===== config.mk =====
export PLATFORM = sky130hd
export DESIGN_NAME = swled_ctrl
export DESIGN_NICKNAME = d
export VERILOG_FILES = /design/src/core/swled_ctrl.v /design/src/core/swled_fifo.v
export VERILOG_INCLUDE_DIRS = /design/src /design/src/core
export SDC_FILE = /design/constraint.sdc
export NUM_CORES = 1
export LEC_CHECK = 0
export BUFFER_PORTS_ARGS = -buffer_cell sky130_fd_sc_hd__buf_2
export CORE_MARGIN = 1.5
export CORE_UTILIZATION = 30
export CTS_CLUSTER_DIAMETER = 100
export DETAILED_ROUTE_END_ITERATION = 8
export PLACE_DENSITY = 0.54
export SETUP_SLACK_MARGIN = 0.05
export SLEW_MARGIN = 20
export SYNTH_ARGS = -nofsm -noshare
export SYNTH_HDL_FRONTEND = slang
export SYNTH_SLANG_ARGS = --single-unit

===== constraint.sdc =====
create_clock -name CLK -period 5.82 [get_ports CLK]
set_input_delay 0.582 -clock CLK [delete_from_list [all_inputs] [get_ports CLK]]
set_output_delay 0.582 -clock CLK [all_outputs]
set_load 0.005 [all_outputs]

===== src/core/swled_map.vh =====
// Behaviour
// - Range bit one: flash range, 500ms cap
// - Range bit zero: spotlight range, continuous drive
// - Regulator B code selects 1.8V..1.5V or off
// - Regulator A code selects 3.3V..2.5V or off
// - Wire is write-only, 32 addresses, never driven
// - High over 1ms enables device into sleep
// - Sink disabled: sleep, pump and oscillator off
// - Low over 10ms shuts down until high
// - Shutdown restores register defaults, timeout enable one
// - Write opens with low/high oscillator wake
// - Low/high rate sample fixes bit period
// - Oversample at least twenty times bit rate
// - One low start bit follows rate sample
// - Five address bits, MSB first
// - Eight data bits, MSB first, written
// - Five high periods return to standby
// - Chained write repeats wake after data
// - Timeout enable stops flash after 1s
// - Current code maps to milliamps per range
`ifndef SWLED_MAP_VH
`define SWLED_MAP_VH
// Clock rate in MHz
`define SWLED_CLK_MHZ 50
// Register addresses on the wire
`define SWLED_ADDR_FLASH 5'h02
`define SWLED_ADDR_REGUL 5'h03
// Flash register field positions
`define SWLED_FLD_RANGE 0
`define SWLED_FLD_CODE_LO 1
`define SWLED_FLD_CODE_HI 3
`define SWLED_FLD_TMO 4
// Regulator register field positions
`define SWLED_FLD_A_LO 0
`define SWLED_FLD_A_HI 3
`define SWLED_FLD_B_LO 4
`define SWLED_FLD_B_HI 6
// Reset values of the used bits
`define SWLED_RST_FLASH 5'h10
`define SWLED_RST_REGUL 7'h00
// Times in microseconds
`define SWLED_EN_TIME_US 1000
`define SWLED_DIS_TIME_US 10000
`define SWLED_TMO_TIME_US 1000000
`define SWLED_FLASH_MAX_US 500000
// Protocol counts
`define SWLED_MIN_OVERSAMPLE 16'h0014
`define SWLED_STBY_BITS 4'h5
`define SWLED_FRAME_BITS 4'hd
// Register apply divider, count at which each write slot fires, slots 16 cycles apart
`define SWLED_APPLY_DIV 4'hf
`endif


===== src/core/swled_ctrl.v =====
`timescale 1ns/1ps
`include "swled_map.vh"
module swled_ctrl #(
   parameter [19:0] EN_CYC = `SWLED_EN_TIME_US * `SWLED_CLK_MHZ,
   parameter [19:0] DIS_CYC = `SWLED_DIS_TIME_US * `SWLED_CLK_MHZ,
   parameter [25:0] TMO_CYC = `SWLED_TMO_TIME_US * `SWLED_CLK_MHZ,
   parameter [25:0] FMAX_CYC = `SWLED_FLASH_MAX_US * `SWLED_CLK_MHZ
)(
   input wire CLK,
   input wire RESET,
   input wire SINGLE_WIRE_PIN,
   input wire FLASH_TRIGGER_PIN_N,
   output reg DEVICE_ENABLED,
   output reg SLEEP,
   output reg OSC_RUN,
   output reg CHARGE_PUMP_ON,
   output reg SINK_ON,
   output reg RANGE_SELECT,
   output reg FLASH_TIMEOUT_ENABLE,
   output reg [2:0] SINK_CURRENT_CODE,
   output reg [8:0] SINK_CURRENT_MA,
   output reg [3:0] REGULATOR_A_CODE,
   output reg [11:0] REGULATOR_A_MV,
   output reg REGULATOR_A_ON,
   output reg [2:0] REGULATOR_B_CODE,
   output reg [10:0] REGULATOR_B_MV,
   output reg REGULATOR_B_ON
);
   // Receiver states
   localparam [3:0] S_OFF = 4'h0;
   localparam [3:0] S_IDLE = 4'h1;
   localparam [3:0] S_WLO = 4'h2;
   localparam [3:0] S_WHI = 4'h3;
   localparam [3:0] S_SLO = 4'h4;
   localparam [3:0] S_SHI = 4'h5;
   localparam [3:0] S_RX = 4'h6;
   localparam [3:0] S_PUSH = 4'h7;
   localparam [3:0] S_STBY = 4'h8;

   // Sink current in mA from code and range
   function [8:0] sink_ma;
      input [2:0] code;
      input range;
      begin
         if (code == 3'h0)
            sink_ma = 9'h000;
         else if (range)
            sink_ma = (code >= 3'h3) ? 9'h190 : 9'h0fa + {1'b0, code, 5'h00} + {2'h0, code, 4'h0} + {5'h00, code, 1'b0};
         else
            sink_ma = (code >= 3'h5) ? 9'h0fa : {1'b0, code, 5'h00} + {2'h0, code, 4'h0} + {5'h00, code, 1'b0};
      end
   endfunction

   // Regulator A in mV, zero when off
   function [11:0] regul_a_mv;
      input [3:0] code;
      begin
         if (code == 4'h0 || code > 4'h9)
            regul_a_mv = 12'h000;
         else
            regul_a_mv = 12'hd48 - {2'h0, code, 6'h00} - {3'h0, code, 5'h00} - {6'h00, code, 2'h0};
      end
   endfunction

   // Regulator B in mV, zero when off
   function [10:0] regul_b_mv;
      input [2:0] code;
      begin
         if (code == 3'h0 || code > 3'h4)
            regul_b_mv = 11'h000;
         else
            regul_b_mv = 11'h76c - {2'h0, code, 6'h00} - {3'h0, code, 5'h00} - {6'h00, code, 2'h0};
      end
   endfunction

   // Wire and trigger synchronisers
   reg w_meta;
   reg w_sync;
   reg w_prev;
   reg trig_meta;
   reg trig_sync;
   // Cycles since last wire edge
   reg [19:0] level_cnt;
   // Receiver state and timing
   reg [3:0] state;
   reg [15:0] lo_len;
   reg [15:0] period;
   reg [15:0] tmr;
   reg [3:0] nbits;
   reg [13:0] shreg;
   reg [12:0] frame;
   // Register contents
   reg [4:0] reg_flash;
   reg [6:0] reg_regul;
   // Flash timing
   reg [25:0] flash_tmr;
   reg tripped;
   // Apply slot divider
   reg [3:0] div_cnt;
   reg apply_tick;

   wire fall = w_prev & ~w_sync;
   wire rise = ~w_prev & w_sync;
   wire any_edge = fall | rise;
   wire long_high = w_sync & (level_cnt == EN_CYC);
   wire shutdown = ~w_sync & (level_cnt == DIS_CYC) & (state != S_OFF);
   wire too_long = (level_cnt[19:16] != 4'h0);
   wire [16:0] meas_sum = {1'b0, lo_len} + {1'b0, level_cnt[15:0]} + 17'h00001;
   wire [15:0] meas_period = meas_sum[16:1];
   wire [13:0] next_shreg = {shreg[12:0], w_sync};
   wire fifo_in_ready;
   wire fifo_out_valid;
   wire [12:0] fifo_out_data;
   wire wr_en = fifo_out_valid & apply_tick;
   wire wr_flash = wr_en & (fifo_out_data[12:8] == `SWLED_ADDR_FLASH);
   wire wr_regul = wr_en & (fifo_out_data[12:8] == `SWLED_ADDR_REGUL);
   wire [2:0] code = reg_flash[`SWLED_FLD_CODE_HI:`SWLED_FLD_CODE_LO];
   wire drive = (state != S_OFF) & (code != 3'h0) & ~tripped;
   wire trip = drive & ((reg_flash[`SWLED_FLD_TMO] & (flash_tmr == TMO_CYC - 26'h1)) |
                        (reg_flash[`SWLED_FLD_RANGE] & (flash_tmr == FMAX_CYC - 26'h1)));
   wire rearm = ~trig_sync | (wr_flash & (fifo_out_data[`SWLED_FLD_CODE_HI:`SWLED_FLD_CODE_LO] == 3'h0));

   // Two-stage synchronisers, wire is only ever sampled
   always @(posedge CLK or posedge RESET)
   begin
      if (RESET)
      begin
         w_meta <= 1'b0;
         w_sync <= 1'b0;
         w_prev <= 1'b0;
         trig_meta <= 1'b1;
         trig_sync <= 1'b1;
      end
      else
      begin
         w_meta <= SINGLE_WIRE_PIN;
         w_sync <= w_meta;
         w_prev <= w_sync;
         trig_meta <= FLASH_TRIGGER_PIN_N;
         trig_sync <= trig_meta;
      end
   end

   // Level duration, saturating
   always @(posedge CLK or posedge RESET)
   begin
      if (RESET)
         level_cnt <= 20'h00000;
      else if (any_edge)
         level_cnt <= 20'h00000;
      else if (level_cnt != 20'hfffff)
         level_cnt <= level_cnt + 20'h00001;
   end

   // Receiver sequence, sampling at full clock rate
   always @(posedge CLK or posedge RESET)
   begin
      if (RESET)
      begin
         state <= S_OFF;
         lo_len <= 16'h0000;
         period <= 16'h0000;
         tmr <= 16'h0000;
         nbits <= 4'h0;
         shreg <= 14'h0000;
         frame <= 13'h0000;
      end
      else if (shutdown)
         state <= S_OFF;
      else
      begin
         case (state)
            // Shut down until a long high
            S_OFF:
               if (long_high)
                  state <= S_IDLE;
            // Sleep or standby, watch for wake
            S_IDLE:
               if (fall)
                  state <= S_WLO;
            // Oscillator wake, low half
            S_WLO:
               if (rise)
                  state <= S_WHI;
            // Oscillator wake, high half
            S_WHI:
               if (fall)
                  state <= S_SLO;
               else if (too_long)
                  state <= S_IDLE;
            // Rate sample, low half measured
            S_SLO:
               if (rise)
               begin
                  lo_len <= level_cnt[15:0] + 16'h0001;
                  state <= S_SHI;
               end
               else if (too_long)
                  state <= S_IDLE;
            // Rate sample, high half measured, fall opens start bit
            S_SHI:
               if (fall)
               begin
                  period <= meas_period;
                  tmr <= 16'h0000;
                  nbits <= 4'h0;
                  if (meas_period < `SWLED_MIN_OVERSAMPLE)
                     state <= S_IDLE;
                  else
                     state <= S_RX;
               end
               else if (too_long)
                  state <= S_IDLE;
            // Start, address and data bits at mid period
            S_RX:
            begin
               if (any_edge || tmr == period - 16'h0001)
                  tmr <= 16'h0000;
               else
                  tmr <= tmr + 16'h0001;
               if (!any_edge && tmr == {1'b0, period[15:1]})
               begin
                  shreg <= next_shreg;
                  nbits <= nbits + 4'h1;
                  if (nbits == `SWLED_FRAME_BITS)
                  begin
                     frame <= next_shreg[12:0];
                     if (next_shreg[13])
                        state <= S_IDLE;
                     else
                        state <= S_PUSH;
                  end
               end
            end
            // Hand frame to queue, hold while it is full
            S_PUSH:
               if (fifo_in_ready)
               begin
                  tmr <= 16'h0000;
                  nbits <= 4'h0;
                  // Still inside the last bit, decide one period on
                  state <= S_STBY;
               end
            // Count high periods back to standby
            S_STBY:
               if (fall)
                  state <= S_WLO;
               else if (tmr == period - 16'h0001)
               begin
                  tmr <= 16'h0000;
                  nbits <= nbits + 4'h1;
                  // Low one period after a low last bit: chained wake
                  if (!w_sync)
                     state <= S_WLO;
                  else if (nbits == `SWLED_STBY_BITS - 4'h1)
                     state <= S_IDLE;
               end
               else
                  tmr <= tmr + 16'h0001;
            default:
               state <= S_OFF;
         endcase
      end
   end

   // Write queue between receiver and registers
   swled_fifo #(
      .WIDTH(13),
      .DEPTH(4),
      .AW(2)
   ) u_fifo (
      .clk(CLK),
      .reset(RESET),
      .clr(shutdown),
      .in_data(frame),
      .in_valid(state == S_PUSH),
      .in_ready(fifo_in_ready),
      .out_data(fifo_out_data),
      .out_valid(fifo_out_valid),
      .out_ready(apply_tick)
   );

   // Divider giving register apply slots
   always @(posedge CLK or posedge RESET)
   begin
      if (RESET)
      begin
         div_cnt <= 4'h0;
         apply_tick <= 1'b0;
      end
      else
      begin
         apply_tick <= (div_cnt == `SWLED_APPLY_DIV);
         div_cnt <= div_cnt + 4'h1;
      end
   end

   // Control registers, shutdown restores defaults
   always @(posedge CLK or posedge RESET)
   begin
      if (RESET)
      begin
         reg_flash <= `SWLED_RST_FLASH;
         reg_regul <= `SWLED_RST_REGUL;
      end
      else if (shutdown)
      begin
         reg_flash <= `SWLED_RST_FLASH;
         reg_regul <= `SWLED_RST_REGUL;
      end
      else
      begin
         // Unused upper bits dropped; other addresses ignored
         if (wr_flash)
            reg_flash <= fifo_out_data[4:0];
         if (wr_regul)
            reg_regul <= fifo_out_data[6:0];
      end
   end

   // Flash on-time and safety trip
   always @(posedge CLK or posedge RESET)
   begin
      if (RESET)
      begin
         flash_tmr <= 26'h0000000;
         tripped <= 1'b0;
      end
      else if (shutdown)
      begin
         flash_tmr <= 26'h0000000;
         tripped <= 1'b0;
      end
      else
      begin
         if (drive)
            flash_tmr <= flash_tmr + 26'h0000001;
         else
            flash_tmr <= 26'h0000000;
         // Trip wins over a rearm in the same cycle
         if (trip)
            tripped <= 1'b1;
         else if (rearm)
            tripped <= 1'b0;
      end
   end

   // Registered outputs
   always @(posedge CLK or posedge RESET)
   begin
      if (RESET)
      begin
         DEVICE_ENABLED <= 1'b0;
         SLEEP <= 1'b0;
         OSC_RUN <= 1'b0;
         CHARGE_PUMP_ON <= 1'b0;
         SINK_ON <= 1'b0;
         RANGE_SELECT <= 1'b0;
         FLASH_TIMEOUT_ENABLE <= 1'b1;
         SINK_CURRENT_CODE <= 3'h0;
         SINK_CURRENT_MA <= 9'h000;
         REGULATOR_A_CODE <= 4'h0;
         REGULATOR_A_MV <= 12'h000;
         REGULATOR_A_ON <= 1'b0;
         REGULATOR_B_CODE <= 3'h0;
         REGULATOR_B_MV <= 11'h000;
         REGULATOR_B_ON <= 1'b0;
      end
      else
      begin
         DEVICE_ENABLED <= (state != S_OFF);
         // Sleep when no sink and no frame in flight
         SLEEP <= (state == S_IDLE) & ~drive;
         OSC_RUN <= (state != S_OFF) & ((state != S_IDLE) | drive);
         CHARGE_PUMP_ON <= drive;
         SINK_ON <= drive;
         RANGE_SELECT <= reg_flash[`SWLED_FLD_RANGE];
         FLASH_TIMEOUT_ENABLE <= reg_flash[`SWLED_FLD_TMO];
         SINK_CURRENT_CODE <= code;
         SINK_CURRENT_MA <= drive ? sink_ma(code, reg_flash[`SWLED_FLD_RANGE]) : 9'h000;
         REGULATOR_A_CODE <= reg_regul[`SWLED_FLD_A_HI:`SWLED_FLD_A_LO];
         REGULATOR_A_MV <= regul_a_mv(reg_regul[`SWLED_FLD_A_HI:`SWLED_FLD_A_LO]);
         REGULATOR_A_ON <= (regul_a_mv(reg_regul[`SWLED_FLD_A_HI:`SWLED_FLD_A_LO]) != 12'h000);
         REGULATOR_B_CODE <= reg_regul[`SWLED_FLD_B_HI:`SWLED_FLD_B_LO];
         REGULATOR_B_MV <= regul_b_mv(reg_regul[`SWLED_FLD_B_HI:`SWLED_FLD_B_LO]);
         REGULATOR_B_ON <= (regul_b_mv(reg_regul[`SWLED_FLD_B_HI:`SWLED_FLD_B_LO]) != 11'h000);
      end
   end
endmodule // swled_ctrl


===== src/core/swled_fifo.v =====
`timescale 1ns/1ps
module swled_fifo #(
   parameter WIDTH = 13,
   parameter DEPTH = 4,
   parameter AW = 2
)(
   input wire clk,
   input wire reset,
   input wire clr,
   input wire [WIDTH-1:0] in_data,
   input wire in_valid,
   output wire in_ready,
   output reg [WIDTH-1:0] out_data,
   output wire out_valid,
   input wire out_ready
);
   // Storage words
   reg [WIDTH-1:0] mem [0:DEPTH-1];
   // Pointers and fill level
   reg [AW-1:0] wr_ptr;
   reg [AW-1:0] rd_ptr;
   reg [AW:0] count;
   wire push;
   wire pop;

   // Room while fewer than DEPTH words held
   assign in_ready = (count < DEPTH);
   assign out_valid = (count != {(AW+1){1'b0}});
   assign push = in_valid & in_ready;
   assign pop = out_valid & out_ready;

   // Output word follows read pointer
   always @*
   begin
      out_data = mem[rd_ptr];
   end

   // Storage write
   always @(posedge clk)
   begin
      if (push)
      begin
         mem[wr_ptr] <= in_data;
      end
   end

   // Pointer and level update
   always @(posedge clk or posedge reset)
   begin
      if (reset)
      begin
         wr_ptr <= {AW{1'b0}};
         rd_ptr <= {AW{1'b0}};
         count <= {(AW+1){1'b0}};
      end
      else if (clr)
      begin
         wr_ptr <= {AW{1'b0}};
         rd_ptr <= {AW{1'b0}};
         count <= {(AW+1){1'b0}};
      end
      else
      begin
         if (push)
            wr_ptr <= wr_ptr + 1'b1;
         if (pop)
            rd_ptr <= rd_ptr + 1'b1;
         if (push & ~pop)
            count <= count + 1'b1;
         else if (pop & ~push)
            count <= count - 1'b1;
      end
   end
endmodule // swled_fifo


==> flow_summary.html <==
<table>
<tr><th>Metric</th><th>Value</th></tr>
<tr><th colspan="2">Die</th></tr>
<tr><td>Die ar.</td><td>45,040 um2</td></tr>
<tr><td>Number of top-level pins</td><td>55</td></tr>
<tr><td>DIE WIDTH</td><td>212.2 um</td></tr>
<tr><td>Initial Util</td><td>between 30% and 40%</td></tr>
<tr><td>Y dimension of the die</td><td>212.2 um</td></tr>
<tr><td>Site row count</td><td>76</td></tr>
<tr><td>Core Box Area</td><td>43,170 um2</td></tr>
<tr><th colspan="2">Yosys</th></tr>
<tr><td>Number of warnings issued by yosys</td><td>0</td></tr>
<tr><td>Netlist area before placement</td><td>13,130 um2</td></tr>
<tr><td>Compound-gate portion of the synthesized area</td><td>10.41%</td></tr>
<tr><td>Dominant register cell in the synthesized netlist</td><td>sky130_fd_sc_hd__dfrtp_1</td></tr>
<tr><td>Portion of netlist area occupied by mux cells</td><td>6.212%</td></tr>
<tr><td>Xor-xnor portion of the synthesized cell area</td><td>under 10%</td></tr>
<tr><td>Gate Count Post-Synth</td><td>1,243</td></tr>
<tr><td>Number of different library cells in the post-synthesis netlist</td><td>72</td></tr>
<tr><td>Mean Syn Cell Area</td><td>10.56 um2</td></tr>
<tr><td>Sequential fraction of the synthesis area</td><td>49.51%</td></tr>
<tr><td>Share of synthesized cell area in and, or, nand and nor gates</td><td>15.39%</td></tr>
<tr><td>Number of enable-type register cells in the synthesized netlist</td><td>48</td></tr>
<tr><td>Synthesized-area fraction occupied by adder cells</td><td>7.337%</td></tr>
<tr><td>Yosys top cell area share</td><td>37.73%</td></tr>
<tr><td>Post-synthesis cell type with the largest combined area</td><td>sky130_fd_sc_hd__dfrtp_1</td></tr>
<tr><td>Async set-or-reset flop fraction in the synthesized netlist</td><td>80.80%</td></tr>
<tr><td>Main combinational cell family by area after synthesis</td><td>simple AND/OR/NAND/NOR gates</td></tr>
<tr><td>Number of storage elements in the synthesis netlist</td><td>250</td></tr>
<tr><td>Area contributors post-synth</td><td>sky130_fd_sc_hd__dfrtp_1, sky130_fd_sc_hd__edfxtp_1, sky130_fd_sc_hd__ha_1</td></tr>
<tr><th colspan="2">Critical path</th></tr>
<tr><td>Type of element launching the critical path</td><td>register</td></tr>
<tr><td>CP required</td><td>6.31 ns</td></tr>
<tr><td>Cell with the biggest individual delay on the critical path</td><td>sky130_fd_sc_hd__nor4_1</td></tr>
<tr><td>Launching instance or port of the critical path</td><td>state[0]$_DFFE_PP0P_</td></tr>
<tr><td>Largest fanout on the critical path</td><td>27</td></tr>
<tr><td>CP top delay family</td><td>simple AND/OR/NAND/NOR gates</td></tr>
<tr><td>Worst setup EP type</td><td>register</td></tr>
<tr><td>CP max stage delay</td><td>0.71 ns</td></tr>
<tr><td>Number of buffer and inverter stages on the critical path</td><td>0</td></tr>
<tr><td>Worst reg2reg startpoint</td><td>state[0]$_DFFE_PP0P_</td></tr>
<tr><td>Worst Setup Path Type</td><td>register to register</td></tr>
<tr><td>Cell chain of the critical path</td><td>nor4_1 -&gt; nor4b_1 -&gt; nand3_1 -&gt; nand2_1 -&gt; or2_2 -&gt; a21oi_4 -&gt; nor3b_1 -&gt; o21bai_1</td></tr>
<tr><td>Critical Path AT</td><td>approximately 4.2 ns</td></tr>
<tr><th colspan="2">Clocking</th></tr>
<tr><td>Clock Latency Late Sink</td><td>0.56 ns</td></tr>
<tr><td>Clock tree root driver cell</td><td>sky130_fd_sc_hd__clkbuf_16</td></tr>
<tr><td>CTS tree</td><td>yes</td></tr>
<tr><td>Num CTS Buffers</td><td>27</td></tr>
<tr><td>Post-CTS sizing</td><td>0</td></tr>
<tr><td>Clock transition at the register clock pins on the worst setup and hold paths after CTS</td><td>0.06 ns</td></tr>
<tr><td>Postcts setup bufs</td><td>0</td></tr>
<tr><td>Hold-fix buffer count after cts</td><td>0</td></tr>
<tr><td>Number of H-tree levels</td><td>1</td></tr>
<tr><td>Buffer levels on the longest clock path</td><td>3</td></tr>
<tr><td>Sinks on the clock net</td><td>250</td></tr>
<tr><th colspan="2">Detailed routing</th></tr>
<tr><td>Number of detailed-routing iterations run before antenna repair</td><td>5</td></tr>
<tr><td>Drt wl/cell</td><td>between 10 and 15 um</td></tr>
<tr><td>Routed Antenna Nets</td><td>0</td></tr>
<tr><td>Via total after detailed routing</td><td>~9,000</td></tr>
<tr><td>Overall routed net length</td><td>roughly 27 mm</td></tr>
<tr><td>Count of routing violations after the opening detailed-route iteration</td><td>roughly 640</td></tr>
<tr><td>Post-DR vias/cell</td><td>4.805</td></tr>
<tr><td>Number of remaining DRC errors</td><td>0</td></tr>
<tr><th colspan="2">STA</th></tr>
<tr><td>Rel. slew slack</td><td>35.22%</td></tr>
<tr><td>Min cycle time layout</td><td>around 3.7 ns</td></tr>
<tr><td>Setup violation total in the final timing report</td><td>0</td></tr>
<tr><td>Worst hold margin</td><td>0.07655 ns</td></tr>
<tr><td>Setup repair after global routing missed its margin</td><td>no</td></tr>
<tr><td>Final period util</td><td>between 60% and 70%</td></tr>
<tr><td>Hold violation total from the final report</td><td>0</td></tr>
<tr><td>Final clock skew</td><td>0.02766 ns</td></tr>
<tr><td>Count of pins over their slew limit</td><td>0</td></tr>
<tr><td>Measured slew at the worst slew-check pin</td><td>between 0.9 and 1 ns</td></tr>
<tr><td>Setup TNS</td><td>0 ns</td></tr>
<tr><td>Peak Freq</td><td>0.2674 GHz</td></tr>
<tr><th colspan="2">Global route</th></tr>
<tr><td>Total routing usage reported by global routing</td><td>12.35%</td></tr>
<tr><td>Via count of the first global-routing pass</td><td>8,904</td></tr>
<tr><td>Global-route wire length before repair</td><td>46.02 mm</td></tr>
<tr><td>Maximum number of pins on one net before global-route repair</td><td>182</td></tr>
<tr><td>Number of antenna violations at the first check in global routing</td><td>0</td></tr>
<tr><td>Remaining global-route overflow</td><td>0</td></tr>
<tr><th colspan="2">Cells and area</th></tr>
<tr><td>Finished layout cell area</td><td>14,860 um2</td></tr>
<tr><td>Filler Cell Count</td><td>approximately 4,400</td></tr>
<tr><td>Area growth syn-to-layout</td><td>13.13%</td></tr>
<tr><td>Ratio of cells with drive above 1 in the final layout</td><td>between 10% and 20%</td></tr>
<tr><td>Nets@finish</td><td>1,354</td></tr>
<tr><td>Post-Route Utilization</td><td>34.41%</td></tr>
<tr><td>Diode count</td><td>0</td></tr>
<tr><th colspan="2">Run status</th></tr>
<tr><td>Status</td><td>completed</td></tr>
<tr><th colspan="2">Place</th></tr>
<tr><td>Final RePlAce weighted congestion</td><td>0.8480</td></tr>
<tr><td>Placed cell area</td><td>between 10,000 and 15,000 um2</td></tr>
<tr><td>Port-buffer cells</td><td>49</td></tr>
<tr><td>Final HPWL from detailed placement</td><td>19.30 mm</td></tr>
<tr><th colspan="2">Power</th></tr>
<tr><td>Overall power consumption</td><td>between 0.003 and 0.004 W</td></tr>
<tr><td>Peak supply drop</td><td>165.8 uV</td></tr>
<tr><td>Areal power density over the cells</td><td>242.5 nW/um2</td></tr>
<tr><td>Leakage power</td><td>6.663 nW</td></tr>
<tr><th colspan="2">Min path</th></tr>
<tr><td>Hold crit path type</td><td>input pin to asynchronous set/reset pin</td></tr>
<tr><th colspan="2">Run</th></tr>
<tr><td>Number of max-cap violations</td><td>0</td></tr>
</table>
## path summary, 6_finish.rpt
path	end	slack (ns)	depth (start not counted)
setup reg to reg	tmr[9]$_DFFE_PP0P_	2.08	8
hold / removal	w_meta$_DFF_PP0_	0.08	2
max in group asynchronous	REGULATOR_B_MV[5]$_DFF_PP0_	4.44	3
min in group CLK	trig_meta$_DFF_PP1_	0.12	1
hold reg to reg	trig_sync$_DFF_PP1_	0.39	0
setup / recovery	tmr[9]$_DFFE_PP0P_	2.08	8
## power by group
part | total, W | switching [W] | internal (W)
Combinational | 0.0000686 | 0.0000520 | 0.0000167
Sequential | 0.00179 | 0.00000861 | 0.00178
Clock | 0.00174 | 0.000700 | 0.00104
Total | 0.00360 | 0.000761 | 0.00284
## cells in the mapped netlist, types with 6 or more instances
library cell               instances
sky130_fd_sc_hd__o211ai_1          7
sky130_fd_sc_hd__xor2_1           62
sky130_fd_sc_hd__and2_1            7
sky130_fd_sc_hd__o21ai_0          54
sky130_fd_sc_hd__and3_1           18
sky130_fd_sc_hd__nor2_1          103
sky130_fd_sc_hd__nor3_1           24
sky130_fd_sc_hd__a21oi_1          69
sky130_fd_sc_hd__a22o_1            6
sky130_fd_sc_hd__xnor2_1          45
sky130_fd_sc_hd__mux2_2           36
sky130_fd_sc_hd__mux4_2            8
sky130_fd_sc_hd__nand2b_1         14
sky130_fd_sc_hd__clkbuf_1         45
sky130_fd_sc_hd__dfrtp_1         198
sky130_fd_sc_hd__nand3_1          59
sky130_fd_sc_hd__nor4_1           19
sky130_fd_sc_hd__nand2_1          79
sky130_fd_sc_hd__nand4_1          13
sky130_fd_sc_hd__or3_1             7
sky130_fd_sc_hd__buf_4             6
sky130_fd_sc_hd__o31ai_1           6
sky130_fd_sc_hd__a211oi_1         12
sky130_fd_sc_hd__inv_1            74
sky130_fd_sc_hd__a21o_1           10
sky130_fd_sc_hd__edfxtp_1         48
sky130_fd_sc_hd__mux2i_1          23
sky130_fd_sc_hd__nor3b_1           9
sky130_fd_sc_hd__or2_2             8
sky130_fd_sc_hd__ha_1             69
sky130_fd_sc_hd__nor2b_1          12
sky130_fd_sc_hd__nor4b_1           9
sky130_fd_sc_hd__a31oi_1          10
## cell type report
class / instances / area, um2 / share of cell area [%]
Sequential cell: 250 / 6501 / 43.76
Multi-Input combinational cell: 868 / 6146 / 41.37
Clock buffer: 40 / 764.5 / 5.146
Tap cell: 585 / 732.0 / 4.927
Timing Repair Buffer: 54 / 295.3 / 1.988
Inverter: 75 / 285.3 / 1.920
Clock inverter: 9 / 131.4 / 0.8844
## per-layer routing
layer	track usage, %	vias up	part of all wire [%]
met5	0	-	0
met4	3.130	0	2.3
met3	1.979	37	3.5
met2	19.83	138	46
met1	17.32	4406	48
li1	-	4457	-
## metrics by stage
step / worst slack (ns) / cells
after floorplan: 2.625 / 1247
after global placement: 2.098 / 1832
after detailed placement: 1.844 / 1832
after CTS: 1.851 / 1881
after global routing: 1.719 / 1881
final: 2.081 / 1881
## sequential cells by signal (all words and copies together), names as in the netlist, 8 cells and up
| signal | flops |
|---|---|
| REGULATOR_A_MV | 10 |
| REGULATOR_B_MV | 9 |
| SINK_CURRENT_MA | 8 |
| flash_tmr | 26 |
| frame | 12 |
| level_cnt | 20 |
| lo_len | 16 |
| period | 16 |
| shreg | 13 |
| tmr | 16 |
| u_fifo.mem | 48 |
## cell usage in the layout, fill, tap and decap left out, drive strengths merged, types with 12 or more instances in the layout
master and count:
buf 54, o21ai 55, dfrtp 198, nor2b 12
xor2 62, mux2i 23, nor4 19, nand2 79
a21oi 70, xnor2 45, inv 74, edfxtp 48
nand4 13, and3 18, ha 69, a211oi 12
nor2 103, nand3 59, mux2 36, nand2b 14
clkbuf 40, nor3 24
## worst register-to-register path: stages (launching register included)
cell	delay [ns]
sky130_fd_sc_hd__dfrtp_1	0.57
sky130_fd_sc_hd__nor4_1	0.71
sky130_fd_sc_hd__nor4b_1	0.15
sky130_fd_sc_hd__nand3_1	0.36
sky130_fd_sc_hd__nand2_1	0.51
sky130_fd_sc_hd__or2_2	0.48
sky130_fd_sc_hd__a21oi_4	0.52
sky130_fd_sc_hd__nor3b_1	0.25
sky130_fd_sc_hd__o21bai_1	0.13
## logic make-up (layout without fill, tap and decap cells)
group / after synthesis / in the layout
flops: 250 / 250
simple gates: 399 / 399
compound gates: 216 / 216
other cells: 1 / 5
fa+ha+maj: 74 / 74
buf+inv: 129 / 178
xor+xnor: 107 / 107
mux: 67 / 67
Note: power is estimated with default switching activity, not from simulation.
